<file path="config.mk">
export PLATFORM = sky130hd
export DESIGN_NAME = fllc_loop_regs
export DESIGN_NICKNAME = d
export VERILOG_FILES = /design/src/shared/fllc_pkg.sv /design/src/core/fllc_step_limit.sv /design/src/core/fllc_sync_delay.sv /design/src/core/fllc_loop_regs.sv
export SDC_FILE = /design/constraint.sdc
export NUM_CORES = 1
export LEC_CHECK = 0
export BUFFER_PORTS_ARGS = -buffer_cell sky130_fd_sc_hd__buf_2
export CORE_MARGIN = 4
export CORE_UTILIZATION = 55
export CTS_CLUSTER_SIZE = 30
export DETAILED_ROUTE_END_ITERATION = 16
export PLACE_DENSITY_LB_ADDON = 0.2
export SYNTH_ARGS = -nofsm -noshare
export SYNTH_HDL_FRONTEND = slang
export SYNTH_SLANG_ARGS = --single-unit
</file>
<file path="constraint.sdc">
create_clock -name aclk -period 8.37 [get_ports aclk]
set_input_delay 0.4185 -clock aclk [delete_from_list [all_inputs] [get_ports aclk]]
set_output_delay 0.4185 -clock aclk [all_outputs]
set_load 0.1 [all_outputs]
</file>
<file path="src/shared/fllc_pkg.sv">
`default_nettype none
package fllc_pkg;
    // Register byte addresses on the bus.
    localparam logic [7:0] ADDR_CTRL = 8'h24;
    localparam logic [7:0] ADDR_VAL = 8'h28;
    localparam logic [7:0] ADDR_MUL = 8'h2c;
    localparam logic [7:0] ADDR_SYNC = 8'h30;
    localparam logic [7:0] ADDR_STAT = 8'h38;
    localparam logic [7:0] ADDR_MASK = 8'h3c;

    // Loop control bit positions and reset value.
    localparam int CTRL_ENABLE = 1;
    localparam int CTRL_MODE = 2;
    localparam int CTRL_STABLE = 3;
    localparam int CTRL_LOSE_LOCK = 4;
    localparam int CTRL_ON_REQUEST = 7;
    localparam int CTRL_CHILL_OFF = 8;
    localparam int CTRL_QUICK_OFF = 9;
    localparam logic [15:0] CTRL_RESET = 16'h0080;
    localparam logic [15:0] CTRL_WMASK = 16'h039e;

    // Value and multiplier field positions.
    localparam int VAL_CYCLE_DIFFERENCE_LSB = 16;
    localparam int VAL_COARSE_LSB = 10;
    localparam int MUL_COARSE_STEP_LSB = 26;
    localparam int MUL_FINE_STEP_LSB = 16;
    localparam int SYNC_READ_REQUEST = 7;
    localparam logic [9:0] FINE_MID = 10'h200;
    localparam logic [15:0] FINE_TOL = 16'h0001;
    localparam logic [15:0] FINE_TOL_QUICK = 16'h0004;

    // Status bits: sticky events in 3:0, live state in 6:4.
    localparam int EV_READY = 0;
    localparam int EV_CLOCK = 1;
    localparam int EV_FLOCK = 2;
    localparam int EV_LOST = 3;
    localparam int ST_READY = 4;
    localparam int ST_CLOCK = 5;
    localparam int ST_FLOCK = 6;

    // Synchronisation delay of written settings.
    localparam int CLK_PERIOD_NS = 8;
    localparam int SYNC_TIME_NS = 32;
    localparam logic [3:0] SYNC_CYCLES = 4'((SYNC_TIME_NS + CLK_PERIOD_NS - 1) / CLK_PERIOD_NS);

    localparam logic [1:0] RESP_OK = 2'b00;
    localparam logic [1:0] RESP_SLVERR = 2'b10;

    typedef enum logic [1:0] {
        PH_IDLE = 2'b00,
        PH_COARSE = 2'b01,
        PH_FINE = 2'b10,
        PH_LOCKED = 2'b11
    } fllc_phase_t;
endpackage
`default_nettype wire

</file>
<file path="src/core/fllc_step_limit.sv">
`timescale 1ns/1ps
`default_nettype none
// Moves a calibration value one bounded step and saturates at its range ends.
module fllc_step_limit #(
    parameter int W = 6
) (
    // Present value and loop demand.
    input wire logic [W-1:0] cur,
    input wire logic [15:0] mag,
    input wire logic up,
    input wire logic [W-1:0] max_step,
    // Next value.
    output logic [W-1:0] nxt
);
    logic [15:0] step;
    logic [16:0] sum;

    // The step is the smaller of the error and the allowed maximum.
    always_comb begin
        step = (mag < 16'(max_step)) ? mag : 16'(max_step);
        sum = up ? 17'(cur) + 17'(step) : 17'(cur) - 17'(step);
        if (up) begin
            nxt = (|sum[16:W]) ? '1 : sum[W-1:0];
        end else begin
            nxt = sum[16] ? '0 : sum[W-1:0];
        end
    end
endmodule // fllc_step_limit
`default_nettype wire

</file>
<file path="src/core/fllc_sync_delay.sv">
`timescale 1ns/1ps
`default_nettype none
// Counts out the settling time of a written setting; a new start restarts it.
module fllc_sync_delay
    import fllc_pkg::*;
(
    // Clock and reset.
    input wire logic aclk,
    input wire logic aresetn,
    // Start and completion.
    input wire logic start,
    output logic busy,
    output logic done
);
    typedef struct packed {
        logic busy;
        logic done;
        logic [3:0] cnt;
    } fllc_sync_t;

    fllc_sync_t s_q;
    fllc_sync_t s_d;

    // Done is a single pulse after SYNC_CYCLES edges of busy.
    always_comb begin
        s_d = s_q;
        s_d.done = 1'b0;
        if (start) begin
            s_d.busy = 1'b1;
            s_d.cnt = SYNC_CYCLES - 4'h1;
        end else if (s_q.busy) begin
            if (s_q.cnt == 4'h0) begin
                s_d.busy = 1'b0;
                s_d.done = 1'b1;
            end else begin
                s_d.cnt = s_q.cnt - 4'h1;
            end
        end
    end

    always_ff @(posedge aclk) begin
        if (!aresetn) begin
            s_q <= '0;
        end else begin
            s_q <= s_d;
        end
    end

    assign busy = s_q.busy;
    assign done = s_q.done;
endmodule // fllc_sync_delay
`default_nettype wire

</file>
<file path="src/core/fllc_loop_regs.sv">
// The implementer's own choice: the AXI4-Lite slave port.
`timescale 1ns/1ps
`default_nettype none
module fllc_loop_regs
    import fllc_pkg::*;
(
    // Clock and reset.
    input wire logic aclk,
    input wire logic aresetn,
    // AXI4-Lite write channels.
    input wire logic awvalid,
    output logic awready,
    input wire logic [7:0] awaddr,
    input wire logic wvalid,
    output logic wready,
    input wire logic [31:0] wdata,
    input wire logic [3:0] wstrb,
    output logic bvalid,
    input wire logic bready,
    output logic [1:0] bresp,
    // AXI4-Lite read channels.
    input wire logic arvalid,
    output logic arready,
    input wire logic [7:0] araddr,
    output logic rvalid,
    input wire logic rready,
    output logic [31:0] rdata,
    output logic [1:0] rresp,
    // Loop measurement and system events.
    input wire logic ref_tick,
    input wire logic out_tick,
    input wire logic clk_request,
    input wire logic wake_stopped,
    // Oscillator control.
    output logic osc_run,
    output logic closed_loop,
    output logic [5:0] coarse_cal,
    output logic [9:0] fine_cal,
    output logic quick_lock_disable,
    output logic chill_cycle_disable,
    output logic loop_ready_flag,
    output logic irq
);
    import fllc_pkg::*;

    typedef struct packed {
        logic awready;
        logic wready;
        logic bvalid;
        logic [1:0] bresp;
        logic aw_have;
        logic w_have;
        logic [7:0] waddr;
        logic [31:0] wdata;
        logic [3:0] wstrb;
        logic arready;
        logic rvalid;
        logic [1:0] rresp;
        logic [31:0] rdata;
        logic [15:0] ctrl;
        logic [31:0] mul;
        logic osc_en;
        logic run;
        logic rd_pend;
        logic chill;
        logic prev_up;
        logic ready;
        fllc_phase_t phase;
        logic [5:0] coarse;
        logic [9:0] fine;
        logic [15:0] cycle_difference;
        logic [15:0] cnt;
        logic [31:0] snap;
        logic [3:0] stat;
        logic [3:0] mask;
        logic irq;
    } fllc_state_t;

    fllc_state_t s_q;
    fllc_state_t s_d;

    logic wr_go;
    logic sync_start;
    logic sync_busy;
    logic sync_done;
    logic [31:0] bmask;
    logic [31:0] wmerged;
    logic [3:0] ev;
    logic [3:0] clr;
    logic [15:0] meas;
    logic [15:0] cycle_difference_n;
    logic [15:0] mag;
    logic up;
    logic [15:0] tol;
    logic [5:0] coarse_nx;
    logic [9:0] fine_nx;
    logic [31:0] rd_mux;

    // Bounded coarse and fine steps.
    fllc_step_limit #(.W(6)) u_coarse_step (
        .cur(s_q.coarse),
        .mag(mag),
        .up(up),
        .max_step(s_q.mul[MUL_COARSE_STEP_LSB +: 6]),
        .nxt(coarse_nx)
    );

    fllc_step_limit #(.W(10)) u_fine_step (
        .cur(s_q.fine),
        .mag(mag),
        .up(up),
        .max_step(s_q.mul[MUL_FINE_STEP_LSB +: 10]),
        .nxt(fine_nx)
    );

    // One settling timer serves control, multiplier and read-request writes.
    fllc_sync_delay u_sync (
        .aclk(aclk),
        .aresetn(aresetn),
        .start(sync_start),
        .busy(sync_busy),
        .done(sync_done)
    );

    // Byte-lane mask of the pending write and the merged write word.
    always_comb begin
        bmask = {{8{s_q.wstrb[3]}}, {8{s_q.wstrb[2]}}, {8{s_q.wstrb[1]}}, {8{s_q.wstrb[0]}}};
        wmerged = s_q.wdata & bmask;
    end

    // Measurement arithmetic for the period that ends on this reference tick.
    always_comb begin
        meas = s_q.cnt + 16'(out_tick);
        cycle_difference_n = s_q.mul[15:0] - meas;
        up = !cycle_difference_n[15];
        mag = cycle_difference_n[15] ? 16'(-cycle_difference_n) : cycle_difference_n;
        tol = s_q.ctrl[CTRL_QUICK_OFF] ? FINE_TOL : FINE_TOL_QUICK;
    end

    // Read data for the address offered on the read channel.
    always_comb begin
        rd_mux = '0;
        case (araddr)
            ADDR_CTRL: rd_mux = {16'h0000, s_q.ctrl};
            ADDR_VAL: begin
                // Closed loop shows the last requested snapshot.
                if (s_q.ctrl[CTRL_MODE]) begin
                    rd_mux = s_q.snap;
                end else begin
                    rd_mux = {s_q.cycle_difference, s_q.coarse, s_q.fine};
                end
            end
            ADDR_MUL: rd_mux = s_q.mul;
            ADDR_SYNC: rd_mux = '0;
            ADDR_STAT: begin
                rd_mux[3:0] = s_q.stat;
                rd_mux[ST_READY] = s_q.ready;
                rd_mux[ST_CLOCK] = (s_q.phase == PH_FINE) || (s_q.phase == PH_LOCKED);
                rd_mux[ST_FLOCK] = (s_q.phase == PH_LOCKED);
            end
            ADDR_MASK: rd_mux = {28'h0000000, s_q.mask};
            default: rd_mux = '0;
        endcase
    end

    // Next state of the whole block.
    always_comb begin
        s_d = s_q;
        ev = '0;
        clr = '0;
        sync_start = 1'b0;
        wr_go = s_q.aw_have && s_q.w_have && !s_q.bvalid;

        // Address and data are taken in either order and held until answered.
        if (awvalid && s_q.awready) begin
            s_d.aw_have = 1'b1;
            s_d.waddr = awaddr;
        end
        if (wvalid && s_q.wready) begin
            s_d.w_have = 1'b1;
            s_d.wdata = wdata;
            s_d.wstrb = wstrb;
        end
        if (bready && s_q.bvalid) begin
            s_d.bvalid = 1'b0;
        end

        // Register writes.
        if (wr_go) begin
            s_d.aw_have = 1'b0;
            s_d.w_have = 1'b0;
            s_d.bvalid = 1'b1;
            s_d.bresp = RESP_OK;
            case (s_q.waddr)
                ADDR_CTRL: begin
                    // Takes effect in the register at once.
                    s_d.ctrl = (s_q.ctrl & ~(bmask[15:0] & CTRL_WMASK))
                        | (wmerged[15:0] & CTRL_WMASK);
                    sync_start = 1'b1;
                end
                ADDR_VAL: begin
                    // The loop owns the calibration in closed loop.
                    if (!s_q.ctrl[CTRL_MODE]) begin
                        {s_d.coarse, s_d.fine} = ({s_q.coarse, s_q.fine} & ~bmask[15:0])
                            | wmerged[15:0];
                    end
                end
                ADDR_MUL: begin
                    s_d.mul = (s_q.mul & ~bmask) | wmerged;
                    s_d.fine = FINE_MID;
                    s_d.phase = s_q.ctrl[CTRL_MODE] ? PH_COARSE : PH_IDLE;
                    ev[EV_LOST] = (s_q.phase == PH_FINE) || (s_q.phase == PH_LOCKED);
                    sync_start = 1'b1;
                end
                ADDR_SYNC: begin
                    if (bmask[SYNC_READ_REQUEST] && s_q.wdata[SYNC_READ_REQUEST]) begin
                        s_d.rd_pend = 1'b1;
                        sync_start = 1'b1;
                    end
                end
                ADDR_STAT: clr = wmerged[3:0];
                ADDR_MASK: s_d.mask = wmerged[3:0] | (s_q.mask & ~bmask[3:0]);
                default: s_d.bresp = RESP_SLVERR;
            endcase
        end

        // Reads answer one cycle after the address is taken.
        if (rready && s_q.rvalid) begin
            s_d.rvalid = 1'b0;
        end
        if (arvalid && s_q.arready) begin
            s_d.rvalid = 1'b1;
            s_d.rdata = rd_mux;
            s_d.rresp = (araddr == ADDR_CTRL || araddr == ADDR_VAL || araddr == ADDR_MUL
                || araddr == ADDR_SYNC || araddr == ADDR_STAT || araddr == ADDR_MASK)
                ? RESP_OK : RESP_SLVERR;
        end
        s_d.awready = !s_d.aw_have && !s_d.bvalid;
        s_d.wready = !s_d.w_have && !s_d.bvalid;
        s_d.arready = !s_d.rvalid;

        // Settled writes pass only the enable bit to the oscillator; a pending read request snapshots.
        if (sync_done) begin
            s_d.osc_en = s_q.ctrl[CTRL_ENABLE];
            ev[EV_READY] = 1'b1;
            if (s_q.rd_pend) begin
                s_d.snap = {s_q.cycle_difference, s_q.coarse, s_q.fine};
                s_d.rd_pend = 1'b0;
            end
        end
        // Ready stays low from the write until its settling ends.
        s_d.ready = !(sync_start || (sync_busy && !sync_done));

        // On request the oscillator runs only while a consumer asks.
        s_d.run = s_q.osc_en && (!s_q.ctrl[CTRL_ON_REQUEST] || clk_request);

        // Closed-loop regulation once per reference period.
        if (s_q.run && s_q.ctrl[CTRL_MODE]) begin
            if (ref_tick) begin
                s_d.cnt = '0;
                s_d.cycle_difference = cycle_difference_n;
                if (s_q.chill) begin
                    // The period after a change is skipped so the oscillator settles.
                    s_d.chill = 1'b0;
                end else begin
                    s_d.chill = !s_q.ctrl[CTRL_CHILL_OFF];
                    unique case (s_q.phase)
                        PH_IDLE: begin
                            s_d.phase = PH_COARSE;
                            s_d.prev_up = up;
                            s_d.chill = 1'b0;
                        end
                        PH_COARSE: begin
                            // A reversal of the error sign means coarse is bracketed.
                            if (up != s_q.prev_up || mag == 16'h0000) begin
                                s_d.phase = PH_FINE;
                                ev[EV_CLOCK] = 1'b1;
                            end else begin
                                s_d.coarse = coarse_nx;
                            end
                            s_d.prev_up = up;
                        end
                        PH_FINE: begin
                            if (mag <= tol) begin
                                s_d.phase = PH_LOCKED;
                                ev[EV_FLOCK] = 1'b1;
                            end else begin
                                s_d.fine = fine_nx;
                            end
                        end
                        PH_LOCKED: begin
                            // Stable mode holds fine once locked.
                            if (!s_q.ctrl[CTRL_STABLE]) begin
                                s_d.fine = fine_nx;
                            end
                        end
                    endcase
                end
            end else if (out_tick && s_q.cnt != 16'hffff) begin
                s_d.cnt = s_q.cnt + 16'h0001;
            end
        end

        // A multiplier write's fine and phase reset beat a regulation step in the same cycle; a coarse step still lands.
        if (wr_go && s_q.waddr == ADDR_MUL) begin
            s_d.fine = FINE_MID;
            s_d.phase = s_q.ctrl[CTRL_MODE] ? PH_COARSE : PH_IDLE;
        end

        // A wake with the clock stopped drops locks when so configured.
        if (wake_stopped && s_q.ctrl[CTRL_LOSE_LOCK] && s_q.phase != PH_IDLE) begin
            s_d.phase = s_q.ctrl[CTRL_MODE] ? PH_COARSE : PH_IDLE;
            ev[EV_LOST] = 1'b1;
        end

        // A new event wins over a clear in the same cycle.
        s_d.stat = (s_q.stat & ~clr) | ev;
        s_d.irq = |(s_d.stat & s_q.mask);
    end

    always_ff @(posedge aclk) begin
        if (!aresetn) begin
            s_q <= '0;
            s_q.ctrl <= CTRL_RESET;
        end else begin
            s_q <= s_d;
        end
    end

    // Outputs straight from the state register.
    assign awready = s_q.awready;
    assign wready = s_q.wready;
    assign bvalid = s_q.bvalid;
    assign bresp = s_q.bresp;
    assign arready = s_q.arready;
    assign rvalid = s_q.rvalid;
    assign rdata = s_q.rdata;
    assign rresp = s_q.rresp;
    assign osc_run = s_q.run;
    assign closed_loop = s_q.ctrl[CTRL_MODE];
    assign coarse_cal = s_q.coarse;
    assign fine_cal = s_q.fine;
    assign quick_lock_disable = s_q.ctrl[CTRL_QUICK_OFF];
    assign chill_cycle_disable = s_q.ctrl[CTRL_CHILL_OFF];
    assign loop_ready_flag = s_q.ready;
    assign irq = s_q.irq;
endmodule // fllc_loop_regs
`default_nettype wire

</file>
# Word-level counts from Yosys, hierarchy flattened
# Index checks and enable logic that the tools add are counted.
# totals
register_bits	238
latchBits	0
ram_bits	0
mem_bits_ro	0
inputBits	63
output_inout_bits	63
elab_cells	219
memories	0
# op_classes
add_sub_neg	9
mul	0
div_mod_pow	0
n_lt_le_gt_ge	3
n_eq_ne	18
shifts	0
mux	73
bitwise_logic	21
reduce_logical	60
# ops
operator	n
8-bit by 6-bit equality test with 1-bit output, second input constant	12
16-bit two-way mux	6
25-bit case mux with 3 select lines	1
32-bit bitwise AND	2
10-bit two-way mux	6
50-bit two-way mux	1
6-bit two-way mux	7
10-bit case mux with 2 select lines	2
18-bit two-way mux	2
35-bit two-way mux	1
7-bit case mux with 5 select lines	1
17-bit two-way mux	2
34-bit two-way mux	1
16-bit bitwise AND	2
32-bit two-way mux	1
32-bit inverter	1
32-bit bitwise OR	1
2-bit two-way mux	12
1-bit two-way mux	23
10-bit by 16-bit adder with 17-bit output	1
6-bit by 16-bit adder with 17-bit output	1
1-bit logical AND	17
10-bit by 16-bit subtractor with 17-bit output	1
6-bit by 16-bit subtractor with 17-bit output	1
other kinds (40)	79

# Depth between registers and ports, before layout
# depth
depth_word	18
mapped_depth	44
ltp_nobuf	38

# Hierarchy
# Synthesis repeated with hierarchy kept, for this count alone.
# hier_totals
cells_unflattened	1806
hier_area_um2	14112.3
# by_module_without_submodules
module	n_inst	cells_each	area_each_um2	seq_area_each_um2
fllc_loop_regs	1	1505	11791.3	4424.2
fllc_step_limit (u_fine_step)	1	179	1327.5	0.0
fllc_step_limit (u_coarse_step)	1	93	716.9	0.0
fllc_sync_delay	1	29	276.5	120.1

# Least setup slack after synthesis
# No wires, ideal clock.
# synth_timing
path_kind	input-to-reg
from	input port out_tick
to	register s_q, in the netlist fine_cal[3]
setup_ps	91
arrival_time_ps	7990
required_ps	8279
setup_slack_ps	288
stages	40
n_path_buf	6
path_cell_list	inv_1 > fa_1 > inv_1 > ha_1 > o21a_1 > o21a_1 > o211ai_1 > a31oi_1 > nor2_1 > clkbuf_1 > clkbuf_1 > clkbuf_1 > nor2_1 > xnor2_1 > ha_1 > a21o_1 > a211oi_1 > o21ai_0 > (+4 left out) > a21o_1 > inv_1 > ha_1 > nor2_1 > xor2_1 > ha_1 > nor2b_1 > o21ai_0 > a21boi_0 > o21ai_0 > a21boi_0 > o21ai_0 > a21boi_0 > o21ai_0 > nand2b_1 > o41a_1 > buf_2 > a311oi_1
# synth_via
elab_chain_len	16
elab_cells_between_ends	20
cone_classes	add/sub (5); order compare (2); mux (12); reduce/logical (1)
# synth_rtl
element	line_no	source
from (decl)	fllc_loop_regs.sv:31	input wire logic out_tick,
16-bit by 1-bit adder with 16-bit output *	fllc_loop_regs.sv:133	meas = s_q.cnt + 16'(out_tick);
16-bit subtractor *	fllc_loop_regs.sv:134	cycle_difference_n = s_q.mul[15:0] - meas;
16-bit negation	fllc_loop_regs.sv:136	mag = cycle_difference_n[15] ? 16'(-cycle_difference_n) : cycle_difference_n;
16-bit two-way mux	fllc_loop_regs.sv:136	
16-bit by 10-bit less-than comparator with 1-bit output	fllc_step_limit.sv:20	step = (mag < 16'(max_step)) ? mag : 16'(max_step);
16-bit two-way mux	fllc_step_limit.sv:20	
10-bit by 16-bit adder with 17-bit output or 10-bit by 16-bit subtractor with 17-bit output (tied branches)	fllc_step_limit.sv:21	sum = up ? 17'(cur) + 17'(step) : 17'(cur) - 17'(step);
17-bit two-way mux	fllc_step_limit.sv:21	
7-bit OR reduction	fllc_step_limit.sv:23	nxt = (|sum[16:W]) ? '1 : sum[W-1:0];
10-bit two-way mux	fllc_step_limit.sv:23	
10-bit two-way mux	fllc_step_limit.sv:22	if (up) begin
10-bit two-way mux, on equally long branches	fllc_loop_regs.sv:293, fllc_loop_regs.sv:284	
10-bit case mux with 2 select lines *	fllc_loop_regs.sv:267	unique case (s_q.phase)
18-bit two-way mux *	fllc_loop_regs.sv:262	if (s_q.chill) begin
34-bit two-way mux *	fllc_loop_regs.sv:259	if (ref_tick) begin
50-bit two-way mux *	fllc_loop_regs.sv:258	if (s_q.run && s_q.ctrl[CTRL_MODE]) begin
to (decl)	fllc_loop_regs.sv:79	fllc_state_t s_q;
# Every way passes the cells marked *; elsewhere a longest branch is shown, timed or not.
# A chain may end at the register's enable or synchronous reset.

# Final worst setup path
# layout_timing
from	register s_q[41] in the netlist's numbering
to	register s_q, in the netlist fine_cal[6]
# layout_via
elab_chain_len	16
elab_cells_between_ends	20
cone_classes	add/sub (5); order compare (2); mux (12); reduce/logical (1)
# layout_rtl
element	line_no
16-bit by 1-bit adder with 16-bit output *	fllc_loop_regs.sv:133
16-bit subtractor *	fllc_loop_regs.sv:134
16-bit negation	fllc_loop_regs.sv:136
16-bit two-way mux	fllc_loop_regs.sv:136
16-bit by 10-bit less-than comparator with 1-bit output	fllc_step_limit.sv:20
16-bit two-way mux	fllc_step_limit.sv:20
10-bit by 16-bit adder with 17-bit output or 10-bit by 16-bit subtractor with 17-bit output (tied branches)	fllc_step_limit.sv:21
17-bit two-way mux	fllc_step_limit.sv:21
7-bit OR reduction	fllc_step_limit.sv:23
10-bit two-way mux	fllc_step_limit.sv:23
10-bit two-way mux	fllc_step_limit.sv:22
10-bit two-way mux, on equally long branches	fllc_loop_regs.sv:293, fllc_loop_regs.sv:284
10-bit case mux with 2 select lines *	fllc_loop_regs.sv:267
18-bit two-way mux *	fllc_loop_regs.sv:262
34-bit two-way mux *	fllc_loop_regs.sv:259
50-bit two-way mux *	fllc_loop_regs.sv:258
# Marked as above.

==> run metrics <==
outcome=complete, no violations; r2r setup slk=0.55 ns; I/O pins=126; clock sink count=227; Post-synth EDFFs=0; Main synth FF type=dfxtp_1; WL/cell=18.5 µm; Antenna Cells=0; crit path time final=7.82 ns; final period utilization=93.4%; Post-Route WL=39,000 µm; Worst-Margin Slew=1.14 ns; Worst slew margin=23.8%; Setup WS pre-CTS=0.189 ns; # DRC=0; hold_buf cts=0; Post-Syn Instances=1,732; I/O Buffers=123; Layout Skew=0.0165 ns; CP arrival=8.27 ns; DP HPWL=28,500 µm; synthesized area per cell=7.98 µm²; Critical Path End=fine_cal[6]$_SDFF_PP0_; max-cap viol count=0; RR Startpoint=s_q[41]$_SDFFE_PN0P_; R2R depth=40; most frequent cells in the layout=nand2_1, dfxtp_1, a21boi_0; largest net degree at the start of global routing=106; CP Data Required Time=8.82 ns; Die W=167 µm; CP most frequent cell=a21o_1; Hold Slack=0.0914 ns; CTS root buf=clkbuf_16; Placeable Area=24,500 µm²; power per cell area=164 nW/µm²; initial core utilization=56.3%; crit end category=flip-flop; GR Overflow Total=0; Crit Reg-Reg Endpoint=fine_cal[6]$_SDFF_PP0_; Max Fclk=128 MHz; share of layout cells above drive strength 1=13.5%; CTS Buf Count=26; final hold vios=0; CP max-delay cell=fa_1; worst setup path startpoint=s_q[41]$_SDFFE_PN0P_; Worst-path clk slew=0.06 ns; Hold Crit Class=in2reg; Layout area overhead=10.4%; Placement Rows=57; Syn. warnings=0; count of different cell masters after synthesis=84; initial antenna violation count=0; via count=12.4k; Die H=167 µm; fin. max-slew vios=0; commonest non-fill, non-tap cell in the layout=nand2_1; CP max FO=17; Total Die Area=27,700 µm²; fin worst setup slack=0.552 ns; TritonRoute pass-1 iters=5; final core occ=62.2%; LEAKAGE=0.00582 µW; Final Total Pwr=2510 µW; total number of H-tree levels=1; Worst path max stage delay=0.55 ns; initial DRC count=963; post-synthesis sequential area ratio=32.9%; clk buf depth=3; crit path kind=reg2reg; mapped cell area=13,800 µm²; number of synthesized register bits=227; first-pass GRT wire length=62,300 µm; Vias/cell=5.85; GPL Wtd Cong=0.974; Antenna Nets Post-Route=0; latest clock arrival within the worst-skew pair=0.56 ns; maximum vdd ir drop=0.130 mV; Total GRT Usage=26.9%; startpoint types=flip-flop; CTS tree=built; via count of the first global-routing pass=11.5k; Nets=1,902; Post-synth ARST share=0%; Final Setup Violations=0
## worst max-delay path, delay by kind of cell, from the launching register on
kind / cells / cell delay (ns)
compound gates: 21 / 4.02
xor+xnor: 1 / 0.21
fa+ha+maj: 5 / 1.49
buf+inv: 6 / 0.63
flops: 1 / 0.37
simple gates: 7 / 0.98
## cells in the mapped netlist (5+ instances only)
cell	n	share of area (%)
inv_1	76	2.1
a21oi_1	51	1.8
mux2i_1	60	4.3
clkbuf_1	87	2.4
a21oi_2	6	0.38
o21ai_0	78	2.8
a311oi_1	9	0.57
nand3_1	51	1.8
xnor2_1	29	1.8
xor2_1	33	2.1
o31ai_1	5	0.27
or3_1	9	0.41
or2_2	5	0.23
a21o_1	15	0.81
buf_4	52	2.8
nand2b_1	14	0.63
and4_1	7	0.44
ha_1	65	5.9
and3_1	12	0.54
nand4_1	9	0.41
o311ai_0	6	0.38
a22oi_1	29	1.6
nand3b_1	8	0.43
o211a_1	7	0.51
and2_1	23	1.0
o21ai_1	16	0.58
a211oi_1	8	0.43
nor3_1	21	0.76
o211ai_1	8	0.43
a21boi_0	125	6.8
a221oi_1	9	0.57
nor2_1	89	2.4
nand2_1	321	8.7
nor4_1	10	0.45
dfxtp_1	227	33
a31oi_1	10	0.45
nor2b_1	53	2.4
o21a_1	9	0.49
a22o_1	7	0.44
## worst min path at each step
stage | start | end | slack (ns) | cells past startpoint
after floorplan | s_q[96]$_SDFFE_PN0P_ | osc_run$_SDFF_PN0_ | 0.41 | 2
after global placement | s_q[96]$_SDFFE_PN0P_ | osc_run$_SDFF_PN0_ | 0.43 | 2
after detailed placement | s_q[96]$_SDFFE_PN0P_ | osc_run$_SDFF_PN0_ | 0.43 | 2
after CTS | clk_request | osc_run$_SDFF_PN0_ | 0.08 | 3
after global routing | clk_request | osc_run$_SDFF_PN0_ | 0.09 | 3
final | clk_request | osc_run$_SDFF_PN0_ | 0.09 | 3
## stage by stage
stage / setup TNS [ns] / area [µm²] / instances
2_1_floorplan: 0 / 13800 / 1733
3_3_place_gp: 0 / 14300 / 2056
3_5_place_dp: 0 / 14300 / 2056
4_1_cts: 0 / 15100 / 2104
5_1_grt: -0.744 / 15300 / 2114
6_report: 0 / 15300 / 2114
## timing repair
item	in CTS	in global routing
setup buffers	0	9
gates resized for setup	0	8
setup endpoints to repair	0	16
## metal layers
layer	wire length, µm	vias to the layer above	track usage (%)	part of all wire [%]
met3	2820	95	3.79	7.2
met4	1240	0	7.54	3.2
met1	17800	5754	38.7	46
met5	0	-	0	0
met2	17200	457	42.4	44
li1	-	6057	-	-
## kinds of logic after synthesis
family,after synthesis,share of synthesized area [%]
AOI/OAI and AO/OA,434,22.2
xor gates and xnor gates,63,4.13
buffers and inverters,222,7.51
and+or+nand+nor,648,21.7
other,1,0.0271
muxes,68,5.10
adders and majority gates,69,6.46
DFF,227,32.9
## power by group
group / internal (µW) / total [µW] / switching, µW
clock: 658 / 1150 / 492
sequential: 1100 / 1110 / 15.7
combinational: 88.4 / 245 / 156
total: 1840 / 2510 / 664
## final cells by class
type                       instances  area [µm²]
fill                            2221        9270
multi-input combinational       1285        8300
sequential                       227        4550
timing repair buffer             153         847
clock buffer                      28         678
tap                              324         405
inverter                          77         289
clock inverter                    20         201
No activity file was read; power rests on OpenSTA's default activity.
